[config.mk]
export PLATFORM = sky130hd
export DESIGN_NAME = phy_mode_loopback_reset
export DESIGN_NICKNAME = d
export VERILOG_FILES = /design/src/shared/phy_mode_pkg.sv /design/src/rtl/phy_mode_loopback_reset.sv
export SDC_FILE = /design/constraint.sdc
export NUM_CORES = 1
export LEC_CHECK = 0
export ABC_AREA = 1
export BUFFER_PORTS_ARGS = -buffer_cell sky130_fd_sc_hd__buf_2
export CAP_MARGIN = 10
export CORE_ASPECT_RATIO = 0.6
export CORE_MARGIN = 8
export CORE_UTILIZATION = 45
export DETAILED_ROUTE_END_ITERATION = 16
export PLACE_DENSITY = 0.7
export SKIP_CTS_REPAIR_TIMING = 1
export SYNTH_ARGS = -nofsm -noshare
export SYNTH_HDL_FRONTEND = slang
export SYNTH_SLANG_ARGS = --single-unit
[constraint.sdc]
create_clock -name clk -period 4.6 [get_ports clk]
set_input_delay 0.69 -clock clk [delete_from_list [all_inputs] [get_ports clk]]
set_output_delay 0.69 -clock clk [all_outputs]
set_load 0.005 [all_outputs]
[src/shared/phy_mode_pkg.sv]
// Constants and types shared by the mode, loopback and reset control block.
package phy_mode_pkg;

  // Register byte addresses on the AHB-Lite slave.
  localparam logic [7:0] ADDR_MODE = 8'h00;
  localparam logic [7:0] ADDR_MODE2 = 8'h04;
  localparam logic [7:0] ADDR_SWITCH_CFG = 8'h08;
  localparam logic [7:0] ADDR_ALT_MEDIA = 8'h0C;
  localparam logic [7:0] ADDR_CLOCK_GEN = 8'h10;
  localparam logic [7:0] ADDR_STATUS = 8'h14;

  // Field positions.
  localparam int MODE_RUN_BIT = 0;
  localparam int MODE_SHORT_LOOP_BIT = 1;
  localparam int MODE_LONG_LOOP_BIT = 2;
  localparam int MODE2_SOFT_RESET_BIT = 0;
  localparam int SW_A_SEL_LSB = 0;
  localparam int SW_B_SEL_LSB = 2;
  localparam int SW_TX_REPEAT_BIT = 4;
  localparam int SW_A_ENABLE_BIT = 5;
  localparam int SW_B_ENABLE_BIT = 6;
  localparam int ALT_ENABLE_BIT = 0;
  localparam int CLKGEN_TX_CLOCK_BIT = 0;

  // Values after reset.
  localparam logic [2:0] MODE_RESET = 3'h0;
  localparam logic [6:0] SWITCH_CFG_RESET = 7'h60;
  localparam logic ALT_ENABLE_RESET = 1'b0;
  localparam logic TX_CLOCK_ENABLE_RESET = 1'b0;

  // Times in nanoseconds and the clock period.
  localparam int CLK_PERIOD_NS = 5;
  localparam int POWERUP_NS = 10_000_000;
  localparam int HW_RESET_NS = 1_000_000;
  localparam int SOFT_RESET_NS = 3_000;
  localparam int SOFT_RESET_CYCLES = SOFT_RESET_NS / CLK_PERIOD_NS;
  localparam int CLEAR_CYCLES = 16;

  // Symbol pair driven while no valid data may pass: invalid code, unknown line state.
  localparam logic [7:0] PHY_INVALID_BYTE = 8'h37;
  localparam logic PHY_INVALID_CONTROL = 1'b1;

  localparam logic [1:0] HTRANS_NONSEQ = 2'h2;

  typedef enum logic [1:0] {
    IND_RECEIVER = 2'h0,
    IND_PORT_A = 2'h1,
    IND_PORT_B = 2'h2,
    IND_INVALID = 2'h3
  } ind_sel_t;

  typedef enum logic [1:0] {
    SEQ_CRYSTAL = 2'h0,
    SEQ_LOCK = 2'h1,
    SEQ_CLEAR = 2'h3,
    SEQ_READY = 2'h2
  } seq_state_t;

endpackage : phy_mode_pkg

[src/rtl/phy_mode_loopback_reset.sv]
// Mode, loopback, media interface selection and reset sequencing of the physical layer.
// Operation
// - Primary media interface is always enabled; nothing can switch it off.
// - Alternate media interface is off after reset, on when software writes one.
// - Transmit clock outputs are off after reset, on when software writes one.
// - Alternate interface active disconnects long internal loopback; host avoids selecting it.
// - Run mode connects media and both ports, passing line states and frames.
// - Reset pin low forces stop mode; initialization runs in stop mode.
// - Writing zero to the run bit enters stop mode.
// - Stop resets filters, counters, clock recovery, flushes buffer, line state unknown.
// - Stop drives invalid symbol pairs with parity and control on enabled ports.
// - Stop sends quiet symbol pairs on the serial transmit output.
// - Port A indicate mux selects receiver, port A, port B or invalid data.
// - Port B indicate mux selects receiver, port A, port B or invalid data.
// - Transmitter mux can route receiver output into the transmitter for repeating.
// - Short loopback feeds transmitter to receiver, ignores serial input, sends quiet.
// - Long loopback feeds transmitter to clock recovery, ignores input, sends quiet.
// - Either internal loopback sends quiet at the transmitter-off level.
// - Both loopbacks selected means long internal loopback applies; with the alternate interface active, short loopback applies.
// - Power-up waits for crystal, locks clock generator, resets all, about 10 ms.
// - Hardware reset starts at reset release, skips crystal wait, lasts about 1 ms.
// - Soft reset bit resets the physical-layer module for about 3 us only.
`timescale 1ns/1ps
module phy_mode_loopback_reset #(
  parameter int POWERUP_CYCLES = phy_mode_pkg::POWERUP_NS / phy_mode_pkg::CLK_PERIOD_NS,
  parameter int HW_RESET_CYCLES = phy_mode_pkg::HW_RESET_NS / phy_mode_pkg::CLK_PERIOD_NS
) (
  input wire logic clk,
  input wire logic rst_n,
  input wire logic ce,
  input wire logic powerGood,
  input wire logic refSelectIn,
  input wire logic hsel,
  input wire logic [31:0] haddr,
  input wire logic [1:0] htrans,
  input wire logic hwrite,
  input wire logic [2:0] hsize,
  input wire logic [31:0] hwdata,
  input wire logic hready,
  output logic hreadyout,
  output logic hresp,
  output logic [31:0] hrdata,
  input wire logic [7:0] portARequestByte,
  input wire logic portARequestParity,
  input wire logic portARequestControl,
  input wire logic [7:0] portBRequestByte,
  input wire logic portBRequestParity,
  input wire logic portBRequestControl,
  input wire logic [7:0] receiverByte,
  input wire logic receiverParity,
  input wire logic receiverControl,
  output logic [7:0] portAIndicateByte,
  output logic portAIndicateParity,
  output logic portAIndicateControl,
  output logic [7:0] portBIndicateByte,
  output logic portBIndicateParity,
  output logic portBIndicateControl,
  output logic [7:0] transmitterByte,
  output logic transmitterParity,
  output logic transmitterControl,
  output logic primaryMediaEnable,
  output logic altMediaIfEnable,
  output logic transmitClockOutputEnable,
  output logic mediaTxForceQuiet,
  output logic mediaTxOffLevel,
  output logic mediaRxIgnore,
  output logic shortLoopActive,
  output logic longLoopActive,
  output logic crystalWait,
  output logic clockGenLocking,
  output logic allModulesReset,
  output logic phyModuleReset,
  output logic clockRecoveryReset,
  output logic repeatFilterReset,
  output logic smootherReset,
  output logic lineStateCounterReset,
  output logic elasticityFlush,
  output logic lineStateUnknown,
  output logic stopMode
);

  localparam int CRYSTAL_CYCLES = POWERUP_CYCLES - HW_RESET_CYCLES;
  localparam int LOCK_CYCLES = HW_RESET_CYCLES - phy_mode_pkg::CLEAR_CYCLES;

  // Phase lengths must be positive for the sequencer to advance.
  if (LOCK_CYCLES < 1 || CRYSTAL_CYCLES < 1) begin : g_bad_cycles
    $error("Reset phase lengths must be at least one cycle.");
  end

  // Odd parity over control flag and byte.
  function automatic logic oddParity(input logic control, input logic [7:0] data);
    oddParity = ~^{control, data};
  endfunction : oddParity

  // Indicate multiplexer shared by both ports; returns {parity, control, byte}.
  function automatic logic [9:0] indicateSelect(input logic [1:0] sel, input logic [9:0] rx,
                                                input logic [9:0] portA, input logic [9:0] portB);
    logic [9:0] invalid;
    invalid = {oddParity(phy_mode_pkg::PHY_INVALID_CONTROL, phy_mode_pkg::PHY_INVALID_BYTE),
               phy_mode_pkg::PHY_INVALID_CONTROL, phy_mode_pkg::PHY_INVALID_BYTE};
    case (sel)
      phy_mode_pkg::IND_RECEIVER: indicateSelect = rx;
      phy_mode_pkg::IND_PORT_A: indicateSelect = portA;
      phy_mode_pkg::IND_PORT_B: indicateSelect = portB;
      default: indicateSelect = invalid;
    endcase
  endfunction : indicateSelect

  logic rstSync1;
  logic rstSync2;
  logic rst;
  logic pgSync1;
  logic pgSync2;
  logic pgLast;
  logic refSync1;
  logic refSync2;
  logic refLast;
  logic pgRise;
  logic refFall;
  phy_mode_pkg::seq_state_t state;
  logic [31:0] seqCnt;
  logic [9:0] softCnt;
  logic softBusy;
  logic [2:0] modeReg;
  logic [6:0] switchCfg;
  logic dpValid;
  logic dpWrite;
  logic dpMapped;
  logic [7:0] dpAddr;
  logic wrEn;
  logic busAccept;
  logic [31:0] readValue;
  logic [9:0] rxSym;
  logic [9:0] aSym;
  logic [9:0] bSym;
  logic [9:0] invalidSym;

  // Reset pin released through two flops; assertion stays asynchronous.
  always_ff @(posedge clk or negedge rst_n) begin
    if (!rst_n) begin
      rstSync1 <= 1'b0;
      rstSync2 <= 1'b0;
    end else begin
      rstSync1 <= 1'b1;
      rstSync2 <= rstSync1;
    end
  end
  assign rst = !rstSync2;

  // Supply-good and reference-select pins synchronised; idle levels avoid false edges at release.
  always_ff @(posedge clk or posedge rst) begin
    if (rst) begin
      pgSync1 <= 1'b1;
      pgSync2 <= 1'b1;
      pgLast <= 1'b1;
      refSync1 <= 1'b0;
      refSync2 <= 1'b0;
      refLast <= 1'b0;
    end else if (ce) begin
      pgSync1 <= powerGood;
      pgSync2 <= pgSync1;
      pgLast <= pgSync2;
      refSync1 <= refSelectIn;
      refSync2 <= refSync1;
      refLast <= refSync2;
    end
  end
  assign pgRise = pgSync2 && !pgLast;
  assign refFall = !refSync2 && refLast;

  // Reset sequencer: crystal wait, clock generator lock, clear of all modules, ready.
  always_ff @(posedge clk or posedge rst) begin
    if (rst) begin
      state <= phy_mode_pkg::SEQ_LOCK;
      seqCnt <= 32'h0000_0000;
    end else if (ce) begin
      if (pgRise || refFall) begin
        state <= phy_mode_pkg::SEQ_CRYSTAL;
        seqCnt <= 32'h0000_0000;
      end else begin
        case (state)
          phy_mode_pkg::SEQ_CRYSTAL: begin
            if (seqCnt == 32'(CRYSTAL_CYCLES - 1)) begin
              state <= phy_mode_pkg::SEQ_LOCK;
              seqCnt <= 32'h0000_0000;
            end else begin
              seqCnt <= seqCnt + 32'h0000_0001;
            end
          end
          phy_mode_pkg::SEQ_LOCK: begin
            if (seqCnt == 32'(LOCK_CYCLES - 1)) begin
              state <= phy_mode_pkg::SEQ_CLEAR;
              seqCnt <= 32'h0000_0000;
            end else begin
              seqCnt <= seqCnt + 32'h0000_0001;
            end
          end
          phy_mode_pkg::SEQ_CLEAR: begin
            if (seqCnt == 32'(phy_mode_pkg::CLEAR_CYCLES - 1)) begin
              state <= phy_mode_pkg::SEQ_READY;
              seqCnt <= 32'h0000_0000;
            end else begin
              seqCnt <= seqCnt + 32'h0000_0001;
            end
          end
          default: begin
            state <= phy_mode_pkg::SEQ_READY;
            seqCnt <= 32'h0000_0000;
          end
        endcase
      end
    end
  end

  assign crystalWait = (state == phy_mode_pkg::SEQ_CRYSTAL);
  assign clockGenLocking = (state == phy_mode_pkg::SEQ_LOCK);
  assign allModulesReset = (state == phy_mode_pkg::SEQ_CLEAR);

  // AHB-Lite address phase capture; the bus stalls while the soft reset runs.
  assign hreadyout = ce && !softBusy;
  assign hresp = 1'b0;
  assign busAccept = hsel && hready && htrans[1];
  assign wrEn = dpValid && dpWrite && dpMapped && hready && ce;

  always_ff @(posedge clk or posedge rst) begin
    if (rst) begin
      dpValid <= 1'b0;
      dpWrite <= 1'b0;
      dpMapped <= 1'b0;
      dpAddr <= 8'h00;
    end else if (ce && hready) begin
      dpValid <= busAccept;
      dpWrite <= hwrite;
      dpMapped <= (haddr[31:8] == 24'h00_0000);
      dpAddr <= haddr[7:0];
    end
  end

  // Read mux; unmapped addresses read as zero.
  always_comb begin
    readValue = 32'h0000_0000;
    if (haddr[31:8] == 24'h00_0000) begin
      case (haddr[7:0])
        phy_mode_pkg::ADDR_MODE: readValue = {29'h0, modeReg};
        phy_mode_pkg::ADDR_MODE2: readValue = {31'h0, softBusy};
        phy_mode_pkg::ADDR_SWITCH_CFG: readValue = {25'h0, switchCfg};
        phy_mode_pkg::ADDR_ALT_MEDIA: readValue = {31'h0, altMediaIfEnable};
        phy_mode_pkg::ADDR_CLOCK_GEN: readValue = {31'h0, transmitClockOutputEnable};
        phy_mode_pkg::ADDR_STATUS: readValue = {26'h0, longLoopActive, shortLoopActive,
                                                stopMode, softBusy, state};
        default: readValue = 32'h0000_0000;
      endcase
    end
  end

  // Read data registered at the address phase, held through the data phase.
  always_ff @(posedge clk or posedge rst) begin
    if (rst) begin
      hrdata <= 32'h0000_0000;
    end else if (ce && busAccept && !hwrite) begin
      hrdata <= readValue;
    end
  end

  // Control registers; a full module clear restores their defaults.
  always_ff @(posedge clk or posedge rst) begin
    if (rst) begin
      modeReg <= phy_mode_pkg::MODE_RESET;
      switchCfg <= phy_mode_pkg::SWITCH_CFG_RESET;
      altMediaIfEnable <= phy_mode_pkg::ALT_ENABLE_RESET;
      transmitClockOutputEnable <= phy_mode_pkg::TX_CLOCK_ENABLE_RESET;
    end else if (ce) begin
      if (allModulesReset) begin
        modeReg <= phy_mode_pkg::MODE_RESET;
        switchCfg <= phy_mode_pkg::SWITCH_CFG_RESET;
        altMediaIfEnable <= phy_mode_pkg::ALT_ENABLE_RESET;
        transmitClockOutputEnable <= phy_mode_pkg::TX_CLOCK_ENABLE_RESET;
      end else if (wrEn) begin
        case (dpAddr)
          phy_mode_pkg::ADDR_MODE: modeReg <= hwdata[2:0];
          phy_mode_pkg::ADDR_SWITCH_CFG: switchCfg <= hwdata[6:0];
          phy_mode_pkg::ADDR_ALT_MEDIA:
            altMediaIfEnable <= hwdata[phy_mode_pkg::ALT_ENABLE_BIT];
          phy_mode_pkg::ADDR_CLOCK_GEN:
            transmitClockOutputEnable <= hwdata[phy_mode_pkg::CLKGEN_TX_CLOCK_BIT];
          default: modeReg <= modeReg;
        endcase
      end
    end
  end

  // Soft reset timer: writing one to the soft reset bit holds the physical-layer module.
  always_ff @(posedge clk or posedge rst) begin
    if (rst) begin
      softCnt <= 10'h000;
    end else if (ce) begin
      if (allModulesReset) begin
        softCnt <= 10'h000;
      end else if (wrEn && dpAddr == phy_mode_pkg::ADDR_MODE2 &&
                   hwdata[phy_mode_pkg::MODE2_SOFT_RESET_BIT]) begin
        softCnt <= 10'(phy_mode_pkg::SOFT_RESET_CYCLES);
      end else if (softCnt != 10'h000) begin
        softCnt <= softCnt - 10'h001;
      end
    end
  end
  assign softBusy = (softCnt != 10'h000);
  assign phyModuleReset = allModulesReset || softBusy;

  // Stop mode: reset pin, sequencing or a cleared run bit.
  assign stopMode = !modeReg[phy_mode_pkg::MODE_RUN_BIT] ||
    (state != phy_mode_pkg::SEQ_READY);
  assign clockRecoveryReset = stopMode || allModulesReset;
  assign repeatFilterReset = stopMode || phyModuleReset;
  assign smootherReset = stopMode || phyModuleReset;
  assign lineStateCounterReset = stopMode || phyModuleReset;
  assign elasticityFlush = stopMode || phyModuleReset;
  assign lineStateUnknown = stopMode || phyModuleReset;

  // Media interface and loopback selection.
  assign primaryMediaEnable = 1'b1;
  assign longLoopActive = modeReg[phy_mode_pkg::MODE_LONG_LOOP_BIT] &&
    !altMediaIfEnable;
  assign shortLoopActive = modeReg[phy_mode_pkg::MODE_SHORT_LOOP_BIT] && !longLoopActive;
  assign mediaRxIgnore = shortLoopActive || longLoopActive;
  assign mediaTxOffLevel = shortLoopActive || longLoopActive;
  assign mediaTxForceQuiet = stopMode || shortLoopActive || longLoopActive;

  assign rxSym = {receiverParity, receiverControl, receiverByte};
  assign aSym = {portARequestParity, portARequestControl, portARequestByte};
  assign bSym = {portBRequestParity, portBRequestControl, portBRequestByte};
  assign invalidSym = indicateSelect(phy_mode_pkg::IND_INVALID, rxSym, aSym, bSym);

  // Indicate and transmitter paths; disabled ports drive zero, stop forces invalid pairs on enabled indicate ports.
  always_ff @(posedge clk or posedge rst) begin
    if (rst) begin
      {portAIndicateParity, portAIndicateControl, portAIndicateByte} <= 10'h000;
      {portBIndicateParity, portBIndicateControl, portBIndicateByte} <= 10'h000;
      {transmitterParity, transmitterControl, transmitterByte} <= 10'h000;
    end else if (ce) begin
      if (!switchCfg[phy_mode_pkg::SW_A_ENABLE_BIT]) begin
        {portAIndicateParity, portAIndicateControl, portAIndicateByte} <= 10'h000;
      end else if (stopMode) begin
        {portAIndicateParity, portAIndicateControl, portAIndicateByte} <= invalidSym;
      end else begin
        {portAIndicateParity, portAIndicateControl, portAIndicateByte} <=
          indicateSelect(switchCfg[phy_mode_pkg::SW_A_SEL_LSB +: 2], rxSym, aSym, bSym);
      end
      if (!switchCfg[phy_mode_pkg::SW_B_ENABLE_BIT]) begin
        {portBIndicateParity, portBIndicateControl, portBIndicateByte} <= 10'h000;
      end else if (stopMode) begin
        {portBIndicateParity, portBIndicateControl, portBIndicateByte} <= invalidSym;
      end else begin
        {portBIndicateParity, portBIndicateControl, portBIndicateByte} <=
          indicateSelect(switchCfg[phy_mode_pkg::SW_B_SEL_LSB +: 2], rxSym, aSym, bSym);
      end
      {transmitterParity, transmitterControl, transmitterByte} <=
        switchCfg[phy_mode_pkg::SW_TX_REPEAT_BIT] ? rxSym : aSym;
    end
  end
endmodule : phy_mode_loopback_reset

# Word-level counts from Yosys, hierarchy flattened
# Index checks and enable logic that the tools add are counted.
[word_totals]
out_inout_bits = 83
register_bits = 137
elab_cells = 145
in_bits = 107
[op_classes]
addsub = 2
n_eq_ne = 22
mux = 42
reduce_logical = 50
[op_table]
columns = ["op", "n"]
rows = [
  ["32-bit two-way mux", 4],
  ["32-bit one-hot mux with 3 select lines", 1],
  ["10-bit one-hot mux with 3 select lines", 2],
  ["7-bit one-hot mux with 6 select lines", 1],
  ["10-bit two-way mux", 4],
  ["32-bit by 1-bit adder with 32-bit output, second input constant", 1],
  ["32-bit by 18-bit equality test with 1-bit output, second input constant", 1],
  ["32-bit by 21-bit equality test with 1-bit output, second input constant", 1],
  ["32-bit by 4-bit equality test with 1-bit output, second input constant", 1],
  ["8-bit by 4-bit equality test with 1-bit output, second input constant", 4],
  ["8-bit two-way mux", 4],
  ["7-bit two-way mux", 4],
  ["8-bit by 5-bit equality test with 1-bit output, second input constant", 3],
  ["24-bit logical NOT", 1],
  ["8-bit by 3-bit equality test with 1-bit output, second input constant", 2],
  ["1-bit logical AND", 16],
  ["8-bit logical NOT", 2],
  ["1-bit two-way mux", 14],
  ["3-bit AND reduction", 4],
  ["10-bit nonzero test", 1],
  ["2-bit nonzero test", 5],
  ["10-bit by 1-bit subtractor with 10-bit output, second input constant", 1],
  ["3-bit two-way mux", 3],
  ["3-bit by 1-bit != test with 1-bit output, second input constant", 3],
  ["other kinds (11)", 33],
]

# Logic depth before layout (Yosys ltp)
# Gate-level depths: netlist of the first run.
[logic_depth]
depth_word = 8
mapped_depth = 13
ltp_nobuf = 11

# Worst setup path before layout of the first run
# OpenSTA, ideal clock, no wires.
[synth_timing]
path_type = "register -> output"
startpoint = "register softCnt[0]"
endpoint = "output lineStateCounterReset"
t_arrival_ns = 1.407
path_slack_ns = 2.503
path_stages_with_launch = 7
path_buffers = 1
required_ns = 3.910
cell_sequence = "dfrtp_1 -> inv_1 -> ha_1 -> nand4_1 -> nor3_4 -> nand2_1 -> buf_4"
[synth_between]
elab_chain_cells = 3
[synth_rtl]
columns = ["element", "line_no", "rtl"]
rows = [
  ["start, declared", "phy_mode_loopback_reset.sv:122", "logic [9:0] softCnt;"],
  ["start signal, assigned", "phy_mode_loopback_reset.sv:301", "softCnt <= 10'(phy_mode_pkg::SOFT_RESET_CYCLES);"],
  ["start signal, assigned", "phy_mode_loopback_reset.sv:303", "softCnt <= softCnt - 10'h001;"],
  ["10-bit nonzero test", "phy_mode_loopback_reset.sv:307", "assign softBusy = (softCnt != 10'h000);"],
  ["1-bit logical OR", "phy_mode_loopback_reset.sv:308", "assign phyModuleReset = allModulesReset || softBusy;"],
  ["1-bit logical OR", "--", ""],
  ["end, declared", "phy_mode_loopback_reset.sv:76", "output logic lineStateCounterReset,"],
]
# Every way passes these cells.

# Worst setup path in the final report of the first run
[layout_timing]
startpoint = "register softCnt[0]"
endpoint = "output lineStateCounterReset"
[layout_between]
elab_chain_cells = 3
[layout_rtl]
columns = ["element", "line_no", "rtl"]
rows = [
  ["10-bit nonzero test", "phy_mode_loopback_reset.sv:307", ""],
  ["1-bit logical OR", "phy_mode_loopback_reset.sv:308", ""],
  ["1-bit logical OR", "phy_mode_loopback_reset.sv:316", "assign lineStateCounterReset = stopMode || phyModuleReset;"],
]
# Every way passes these cells.

==> reports/results.tsv, run 1 <==
stage	metric	value	unit
drt	Avg WL per Cell	16.1	um
synthesis	synth top area cells	dfrtp_1, nand2_1, o21ai_0, nor2_1, inv_1	
cts	CTS tree	done	
synthesis	Post-synth ARST share	100	%
critical_path	Setup crit start kind	flip-flop	
timing	min cycle time layout	2.73	ns
critical_path	crit path kind	flip-flop to output port	
drt	DRT iter0 DRCs	760	
drt	Vias	6479	
cts	Worst-Skew Late Latency	0.35	ns
drt	uppermost routed layer	met4	
die	num ports	190	
die	core area	14600	um^2
synthesis	top-area cell type share of the netlist area	39.1	%
timing	Final Skew	0.00624	ns
global_routing	first-pass GRT wire length	32700	um
synthesis	area of the mapped netlist	6780	um^2
pwr	pwr dens	416	nW/um^2
cts	Clock Root Buffer	clkbuf_16	
synthesis	flops & latches, synth	112	
layout	Final Non-Filler Cells	1260	
global_routing	pin count of the biggest net entering global routing	75	
timing	# setup viols final	0	
synthesis	number of synthesized flops with an enable pin	0	
die	die area	19400	um^2
cts	Clock Tree Buf Depth	2	
cts	cts bufs inserted	9	
synthesis	Synth Warn #	0	
synthesis	most frequent cell after synthesis	nand2_1	
drt	wirelength, routed	20300	um
die	die height	111	um
synthesis	top_reg_cell synth	dfrtp_1	
critical_path	Worst Reg-to-Reg Cells	7	
global_routing	total gr overflow	0	
critical_path	Worst setup EP type	output port	
synthesis	post-synthesis sequential area ratio	41.4	%
outcome	status	finished clean	
flow_run	Max-cap violations	0	
layout	Layout area overhead	14.4	%
synthesis	post-synth top area cell	dfrtp_1	
die	die width	174	um
synthesis	Post-Synthesis Cells	940	
die	Initial Utilization	46.5	%
layout	Final Cell Area	7760	um^2
timing	period utilization	59.3	%
cts	clk slew on worst S/H paths	0.07	ns
placement	PortBufs	133	
critical_path	CP arrival	2.04	ns
timing	Final Hold Fails	0	
drt	met3 WL post-DR	1820	um
global_routing	vias in the first global route	6025	
placement	routability cong.	0.958	
placement	post-DP HPWL	15500	um
cts	CTS sink count	112	
critical_path	Data required, critical path	3.91	ns
timing	Slew @ Worst Pin	0.997	ns
timing	max-slew violations	0	
critical_path	critical path peak fanout	6	
synthesis	Synth cell types	47	
worst_hold_path	type of the worst min-delay path	primary input to asynchronous set/reset pin	
global_routing	initial antenna violation count	0	
synthesis	Post-Syn Area per Cell	7.21	um^2
pwr	Peak VDD IR	0.000245	V
synthesis	Commonest cells post-synth	nand2_1, nor2_1, o21ai_0	
cts	H-tree depth	3	
pwr	overall power	3.23	mW
timing	Slew HR	33.5	%
layout	Final #Nets	1166	
drt	DR vias/cell	5.14	
drt	residual DRC count	0	
drt	met1 WL	10600	um
pwr	leakage	3.73	nW
layout	Ant. Diodes	0	
placement	Inst Count DP	1244	
placement	Placed Area	7450	um^2
timing	RSZ-0062 raised after global routing	false	
timing	setup TNS	0	ns
layout	share of cells above drive strength 1	18.0	%
global_routing	GRT Total Usage	20.7	%
drt	Final ANT Viol Nets	0	
timing	FMAX	366	MHz
drt	wire length on met2	7840	um
layout	Layout fillers	1460	
die	FP Rows	34	
drt	drt first pass iters	7	
## kinds of logic after synthesis
logic type      synth area share, %
fa+ha+maj                     0.369
other cells                   0.111
buf+inv                        10.2
xor+xnor                       3.36
flops                          41.4
compound gates                 14.3
simple gates                   30.2
## final cells by class
| cell class | count | area [um^2] | area share (%) |
|---|---|---|---|
| Inverter | 84 | 320 | 4.13 |
| Multi-Input combinational cell | 714 | 3380 | 43.5 |
| Timing Repair Buffer | 136 | 688 | 8.87 |
| Sequential cell | 112 | 2810 | 36.3 |
| Tap cell | 198 | 248 | 3.19 |
| Clock buffer | 11 | 233 | 3.00 |
| Clock inverter | 5 | 82.6 | 1.06 |
## cell usage in the layout, fill, tap and decap left out, types with 11 or more instances in the layout
| cell | netlist | final |
|---|---|---|
| nand3_1 | 43 | 43 |
| nand2_1 | 270 | 270 |
| dfrtp_1 | 106 | 105 |
| o21ai_0 | 110 | 110 |
| xor2_1 | 18 | 18 |
| nor2_1 | 126 | 126 |
| o21ai_2 | 11 | 11 |
| conb_1 | 2 | 28 |
| nand4_1 | 14 | 14 |
| buf_2 | 2 | 133 |
| a211oi_1 | 13 | 13 |
| inv_1 | 81 | 81 |
## worst max-delay path, cell delays in order, from the launching register on
cell     delay, ns
dfrtp_1       0.38
inv_1         0.12
ha_1          0.23
nand4_1       0.30
nor3_4        0.34
nand2_1       0.16
buf_2         0.16
## routing by layer
metal / global-route usage [%] / vias up
met5: 0 / -
li1: - / 3212
met1: 32.7 / 2962
met4: 3.18 / 0
met3: 5.82 / 11
met2: 27.0 / 294
## power by group
part	internal [mW]	total (mW)	switching [mW]
registers	1.19	1.38	0.191
logic	0.358	1.01	0.652
clock network	0.478	0.842	0.363
total	2.02	3.23	1.21
## stage by stage
stage | hold slack [ns] | setup slack [ns] | util [%]
detailed placement | 0.343 | 1.80 | 51.0
global placement | 0.334 | 1.86 | 51.0
global route | 0.100 | 1.72 | 53.2
CTS | 0.103 | 1.83 | 53.2
finish | 0.113 | 1.87 | 53.2
floorplan | 0.331 | 1.26 | -
## path summary, 6_finish.rpt
| kind | slack (ns) | start | end |
|---|---|---|---|
| min | 0.11 | rst_n | rstSync2 |
| max | 1.87 | softCnt[0] | lineStateCounterReset |
| min reg2reg | 0.36 | rstSync1 | rstSync2 |
| max in group asynchronous | 3.01 | rstSync2 | pgSync2 |
| max reg2reg | 2.14 | softCnt[0] | softCnt[8] |
| min in group clk | 0.36 | rstSync1 | rstSync2 |
## flip-flops by register name, indices dropped and copies added, names as in the netlist, 2 cells and up
signal,flops
state,2
modeReg,3
dpAddr,8
transmitterByte,8
softCnt,10
hrdata,7
portAIndicateByte,8
seqCnt,32
switchCfg,7
portBIndicateByte,8
No activity file was read; power rests on OpenSTA's default activity.
==> run 2, diff against run 1 <==
- ABC_AREA: 1 -> 0
- PLACE_DENSITY: 0.7 -> 0.71
- clock period: 4.6 -> 2.65 ns (I/O delays scaled with it)
==> run 2 against run 1 <==
  * Clock-buffer cell count down 1
  * Highest routed layer unchanged
  * Non-clock buffer count increased by 37
  * First-iteration DRC count fell by 5.9%
  * Worst hold slack gained 0.17 ns
  * Via count is 9.7% lower
  * Clock power up 79%
==> reports/results.tsv, run 2 <==
stage	metric	value	unit	change
critical_path	Worst setup EP type	output port		
synthesis	Compound-Gate Fraction of Synth Area	15.1	%	+0.87 points
timing	RSZ-0062 raised after global routing	true		
synthesis	simple-gate share of the synthesized area	21.5	%	-8.7 points
layout	Final #Nets	959		-18%
synthesis	Post-Synth Adder-Cell Area	0.391	%	+0.022 points
timing	FMAX	381	MHz	
layout	Biggest register	seqCnt		
layout	Final Cell Area	7670	um^2	-1.2%
cts	Worst-Skew Late Latency	0.35	ns	about the same
synthesis	post-synth top area cell	dfrtp_1		
synthesis	Synth Area in XOR/XNOR	0.684	%	-2.7 points
die	die area	18400	um^2	-5.0%
cts	Clock Tree Buf Depth	2		unchanged
timing	Slew HR	49.9	%	+16 points
synthesis	number of synthesized flops with an enable pin	0		unchanged
placement	PortBufs	133		unchanged
layout	fin util	55.6	%	+2.4 points
cts	CTS tree	done		
synthesis	Post-synth ARST share	100	%	unchanged
drt	Avg WL per Cell	17.3	um	+7.3%
drt	drt first pass iters	6		-1
placement	post-DP HPWL	13600	um	-12%
cts	cts bufs inserted	9		unchanged
placement	routability cong.	0.928		-3.1%
layout	Final Non-Filler Cells	1047		-17%
global_routing	total gr overflow	0		unchanged
timing	final hold slack	0.279	ns	+0.165 ns
flow_run	Max-cap violations	0		unchanged
synthesis	post-synthesis sequential area ratio	43.9	%	+2.5 points
cts	CTS sink count	112		unchanged
critical_path	CP arrival	2.23	ns	+0.19 ns
global_routing	initial antenna violation count	0		unchanged
die	core area	13800	um^2	-5.5%
layout	commonest non-fill, non-tap cell in the layout	buf_2		
critical_path	crit path kind	flip-flop to output port		
drt	Vias	5851		-9.7%
drt	DRT iter0 DRCs	715		-5.9%
critical_path	RR Startpoint	seqCnt[11]		
layout	Layout area overhead	19.8	%	
cts	H-tree depth	3		unchanged
synthesis	mux cell area share after synthesis	9.66	%	+9.7 points
synthesis	Post-Synthesis Cells	712		-24%
timing	Final Skew	0.00768	ns	+0.00144 ns
drt	wirelength, routed	18100	um	-11%
pwr	overall power	4.10	mW	+27%
synthesis	top_reg_cell synth	dfrtp_1		
synthesis	Synth cell types	57		+21%
synthesis	most frequent cell after synthesis	dfrtp_1		
timing	Final Hold Fails	0		unchanged
critical_path	Worst Reg-to-Reg Cells	7		unchanged
global_routing	vias in the first global route	5493		-8.8%
synthesis	top-area cell type share of the netlist area	41.4	%	+2.3 points
critical_path	Crit Reg-Reg Endpoint	seqCnt[24]		
drt	DR vias/cell	5.59		+8.7%
synthesis	Post-Syn Area per Cell	8.99	um^2	+25%
synthesis	area of the mapped netlist	6400	um^2	-5.6%
placement	Placed Area	7260	um^2	-2.5%
cts	Clock Root Buffer	clkbuf_16		
synthesis	synth top area cells	dfrtp_1, mux2_2, nand2_1, o21ai_0, buf_4		
synthesis	largest family of logic cells by synthesized area	simple AND/OR/NAND/NOR gates		
layout	Largest regs	seqCnt x32, softCnt x10		
drt	Final ANT Viol Nets	0		unchanged
global_routing	pin count of the biggest net entering global routing	60		-20%
die	num ports	190		unchanged
critical_path	Data required, critical path	2.25	ns	-1.66 ns
critical_path	CP endpoint	hreadyout		
timing	period utilization	99.0	%	
timing	Slew @ Worst Pin	0.752	ns	-0.246 ns
timing	max-slew violations	0		unchanged
timing	min cycle time layout	2.62	ns	
cts	clk slew on worst S/H paths	0.08	ns	about the same
critical_path	critical path peak fanout	3		-3
synthesis	flops & latches, synth	112		unchanged
synthesis	Commonest cells post-synth	dfrtp_1, nand2_1, o21ai_0		
drt	residual DRC count	0		unchanged
die	Initial Utilization	46.4	%	-0.059 points
outcome	status	finished clean		
placement	Inst Count DP	1026		-18%
global_routing	GRT Total Usage	19.2	%	-1.5 points
pwr	leakage	3.42	nW	-8.1%
timing	# setup viols final	0		unchanged
critical_path	Setup crit start kind	flip-flop		
layout	Ant. Diodes	0		unchanged
die	die height	108	um	-2.4%
synthesis	Synth Warn #	0		unchanged
critical_path	Critical Path Source	softCnt[9]		
critical_path	R2R Setup Slk	0.13	ns	-2.01 ns
die	die width	170	um	-2.6%
layout	Largest register FFs	32		unchanged
worst_hold_path	type of the worst min-delay path	primary input to flip-flop		
global_routing	first-pass GRT wire length	28800	um	-12%
pwr	pwr dens	535	nW/um^2	+29%
die	FP Rows	33		-2.9%
pwr	Peak VDD IR	0.000310	V	+27%
layout	most frequent cells in the layout	buf_2, dfrtp_1, nand2_1		
layout	share of cells above drive strength 1	29.0	%	+11 points
-- run 2: cell count changes after synthesis, moves of 10 or more --
cell / delta
mux2_2: +36
o21ai_2: -10
xor2_1: -14
o22ai_1: +10
o21ai_0: -62
or3_1: +12
nor2_1: -82
nand2_1: -200
mux2i_1: +19
nor4_1: +20
a211oi_1: -13
clkbuf_1: +13
inv_1: -45
a21oi_1: +32
-- run 2: final cells by class --
type | count | area (um^2)
Multi-Input combinational cell | 517 | 3170
Inverter | 37 | 139
Fill cell | 1268 | 6120
Tap cell | 192 | 240
Sequential cell | 112 | 2810
Clock buffer | 10 | 239
Timing Repair Buffer | 173 | 972
Clock inverter | 6 | 91.3
-- run 2: routing by layer --
| layer | vias up | share of wire, % | GRT usage (%) |
|---|---|---|---|
| li1 | 2758 | - | - |
| met1 | 2835 | 49 | 28.3 |
| met2 | 241 | 41 | 27.8 |
| met3 | 17 | 9.2 | 4.73 |
| met4 | 0 | 1.0 | 4.24 |
| met5 | - | 0 | 0 |
-- run 2: kinds of logic after synthesis --
family,after synthesis
and+or+nand+nor,269
AOI/OAI and AO/OA,157
DFF,112
buffers and inverters,109
muxes,56
xor gates and xnor gates,5
adders and majority gates,2
other,2
-- run 2: critical path, cell delays in order (launching register included) --
cell	delay [ns]
dfrtp_1	0.41
or4_4	0.57
or4_4	0.51
buf_6	0.15
nor2_4	0.11
buf_2	0.13
-- run 2: per-stage QoR --
stage	setup WS, ns	setup TNS [ns]
3_3_place_gp	0.0704	0
2_1_floorplan	0.109	0
6_report	0.0267	0
4_1_cts	-0.225	-0.883
3_5_place_dp	0.0276	0
5_1_grt	-0.0485	-0.0783
-- run 2: power by group --
group / total, mW / leakage (nW) / internal [mW] / switching [mW]
logic: 0.601 / 1.80 / 0.282 / 0.319
registers: 1.99 / 1.46 / 1.85 / 0.143
clock network: 1.51 / 0.163 / 0.861 / 0.653
-- run 2: worst min-delay path by stage --
stage | to | cells past startpoint | startpoint | slack [ns]
CTS | rstSync2 | 1 | rst_n | -0.19
global placement | rstSync1 | 1 | rst_n | 0.19
floorplan | rstSync1 | 0 | rst_n | 0.10
finish | pgSync1 | 2 | powerGood | 0.28
detailed placement | rstSync1 | 1 | rst_n | 0.19
global route | refSync1 | 2 | refSelectIn | 0.28
==> run 3, diff against run 2 <==
- GPL_ROUTABILITY_DRIVEN: default -> 0
- MAX_ROUTING_LAYER: default -> met4
==> run 3 against run 2 <==
  * Setup slack worse by 0.0067 ns
  * Sequential power hardly changed
  * Register-to-register slack hardly changed
  * Routed wire length is 0.27% lower
  * Cell count stayed put
  * Power hardly changed
  * Critical path depth stayed put
  * Maximum frequency is 0.25% lower
  * Highest routed layer unchanged
==> reports/results.tsv, run 3 (synthesis gave the netlist of run 2 again) <==
stage	metric	value	unit	change
layout	Final #Nets	959		unchanged
pwr	Switching Fraction	27.1	%	-0.045 points
layout	most frequent cells in the layout	buf_2, dfrtp_1, nand2_1		
critical_path	Data required, critical path	2.25	ns	about the same
drt	DRT iter0 DRCs	671		-6.2%
cts	Clock Root Buffer	clkbuf_16		
cts	CTS tree	done		
drt	residual DRC count	0		unchanged
pwr	Peak VDD IR	0.000309	V	-0.41%
placement	PortBufs	133		unchanged
critical_path	crit path kind	flip-flop to output port		
timing	min cycle time layout	2.63	ns	+0.00668 ns
pwr	Comb power frac	14.6	%	about the same
layout	Biggest register	seqCnt		
timing	Slew @ Worst Pin	0.754	ns	+0.00241 ns
die	die height	108	um	unchanged
cts	cts bufs inserted	9		unchanged
pwr	Sw Pwr	1.11	mW	-0.23%
critical_path	CP arrival	2.23	ns	about the same
pwr	Seq pwr share	48.5	%	about the same
global_routing	GRT Total Usage	19.8	%	+0.62 points
timing	RSZ-0062 raised after global routing	true		
layout	share of cells above drive strength 1	29.0	%	unchanged
drt	drt first pass iters	5		-1
cts	H-tree depth	3		unchanged
timing	Slew HR	49.7	%	-0.16 points
cts	Clock Tree Buf Depth	2		unchanged
global_routing	initial antenna violation count	0		unchanged
pwr	Clock power frac	36.9	%	about the same
layout	Largest register FFs	32		unchanged
pwr	Internal Power	2.99	mW	about the same
cts	clk slew on worst S/H paths	0.08	ns	about the same
layout	commonest non-fill, non-tap cell in the layout	buf_2		
drt	DR vias/cell	5.57		-0.34%
flow_run	Max-cap violations	0		unchanged
die	Initial Utilization	46.4	%	unchanged
cts	Worst-Skew Late Latency	0.35	ns	about the same
die	num ports	190		unchanged
worst_hold_path	type of the worst min-delay path	primary input to flip-flop		
global_routing	pin count of the biggest net entering global routing	60		unchanged
layout	Ant. Diodes	0		unchanged
drt	wirelength, routed	18100	um	-0.27%
timing	final worst-path setup slack	0.0200	ns	-0.00668 ns
critical_path	critical path peak fanout	4		+1
die	FP Rows	33		unchanged
critical_path	Setup crit start kind	flip-flop		
die	core area	13800	um^2	unchanged
critical_path	Worst setup EP type	output port		
pwr	pwr dens	535	nW/um^2	about the same
timing	period utilization	99.2	%	+0.25 points
global_routing	first-pass GRT wire length	28700	um	about the same
drt	Final ANT Viol Nets	0		unchanged
placement	post-DP HPWL	13600	um	unchanged
layout	Largest regs	seqCnt x32, softCnt x10		
outcome	status	finished clean		
timing	Final Skew	0.00760	ns	-0.0000800 ns
timing	FMAX	380	MHz	-0.25%
global_routing	vias in the first global route	5497		+0.073%
pwr	leakage	3.42	nW	unchanged
layout	fin util	55.6	%	unchanged
global_routing	total gr overflow	0		unchanged
die	die width	170	um	unchanged
placement	pre-CTS setup slack	0.0276	ns	unchanged
die	die area	18400	um^2	unchanged
layout	Layout fillers	1268		unchanged
drt	Vias	5831		-0.34%
layout	Layout area overhead	19.8	%	unchanged
timing	max-slew violations	0		unchanged
cts	CTS sink count	112		unchanged
timing	# setup viols final	0		unchanged
timing	Final Hold Fails	0		unchanged
drt	Avg WL per Cell	17.3	um	-0.27%
run 3: per-layer routing:
layer	wire [um]	track usage, %	vias to the layer above
met5	0	-	-
met4	199	4.24	0
met3	1600	4.44	21
met2	7400	27.8	239
met1	8880	28.5	2808
li1	-	-	2763
run 3: layout make-up:
type	instances	area, um^2	area share [%]
Multi-Input combinational cell	517	3170	41.4
Sequential cell	112	2810	36.7
Timing Repair Buffer	173	972	12.7
Tap cell	192	240	3.13
Clock buffer	10	239	3.12
Inverter	37	139	1.81
Clock inverter	6	91.3	1.19
run 3: path summary, 6_finish.rpt:
check,start,endpoint,slack [ns],cells past startpoint
max in group asynchronous,rstSync2,switchCfg[6],1.55,1
min,powerGood,pgSync1,0.28,2
max reg2reg,seqCnt[11],seqCnt[23],0.14,8
max,softCnt[7],hreadyout,0.02,5
min reg2reg,rstSync2,seqCnt[25],0.32,0
min in group asynchronous,rstSync2,seqCnt[25],0.32,0
run 3: metrics by stage:
step	TNS, ns	hold WS (ns)	total power [mW]	instances	cell area [um^2]
floorplan	0	0.102	2.37	738	6500
global placement	0	0.188	2.55	1026	7260
detailed placement	0	0.188	2.57	1026	7260
CTS	-0.883	-0.194	4.08	1042	7590
global route	-0.0782	0.275	4.28	1047	7670
finish	0	0.280	4.10	1047	7670
run 3: critical path, cell delays in order, from the launching register on:
cell and delay, ns:
dfrtp_1 0.43, or4_4 0.56, or4_4 0.51, buf_6 0.15, nor2_4 0.11, buf_2 0.13
run 3: power groups by stage:
stage / registers [mW] / logic [mW] / clock network (mW)
after detailed placement: 2.00 / 0.563 / 0
after floorplan: 1.99 / 0.380 / 0
after global routing: 2.01 / 0.667 / 1.60
final: 1.99 / 0.599 / 1.51
after global placement: 2.00 / 0.550 / 0
after CTS: 1.97 / 0.565 / 1.54
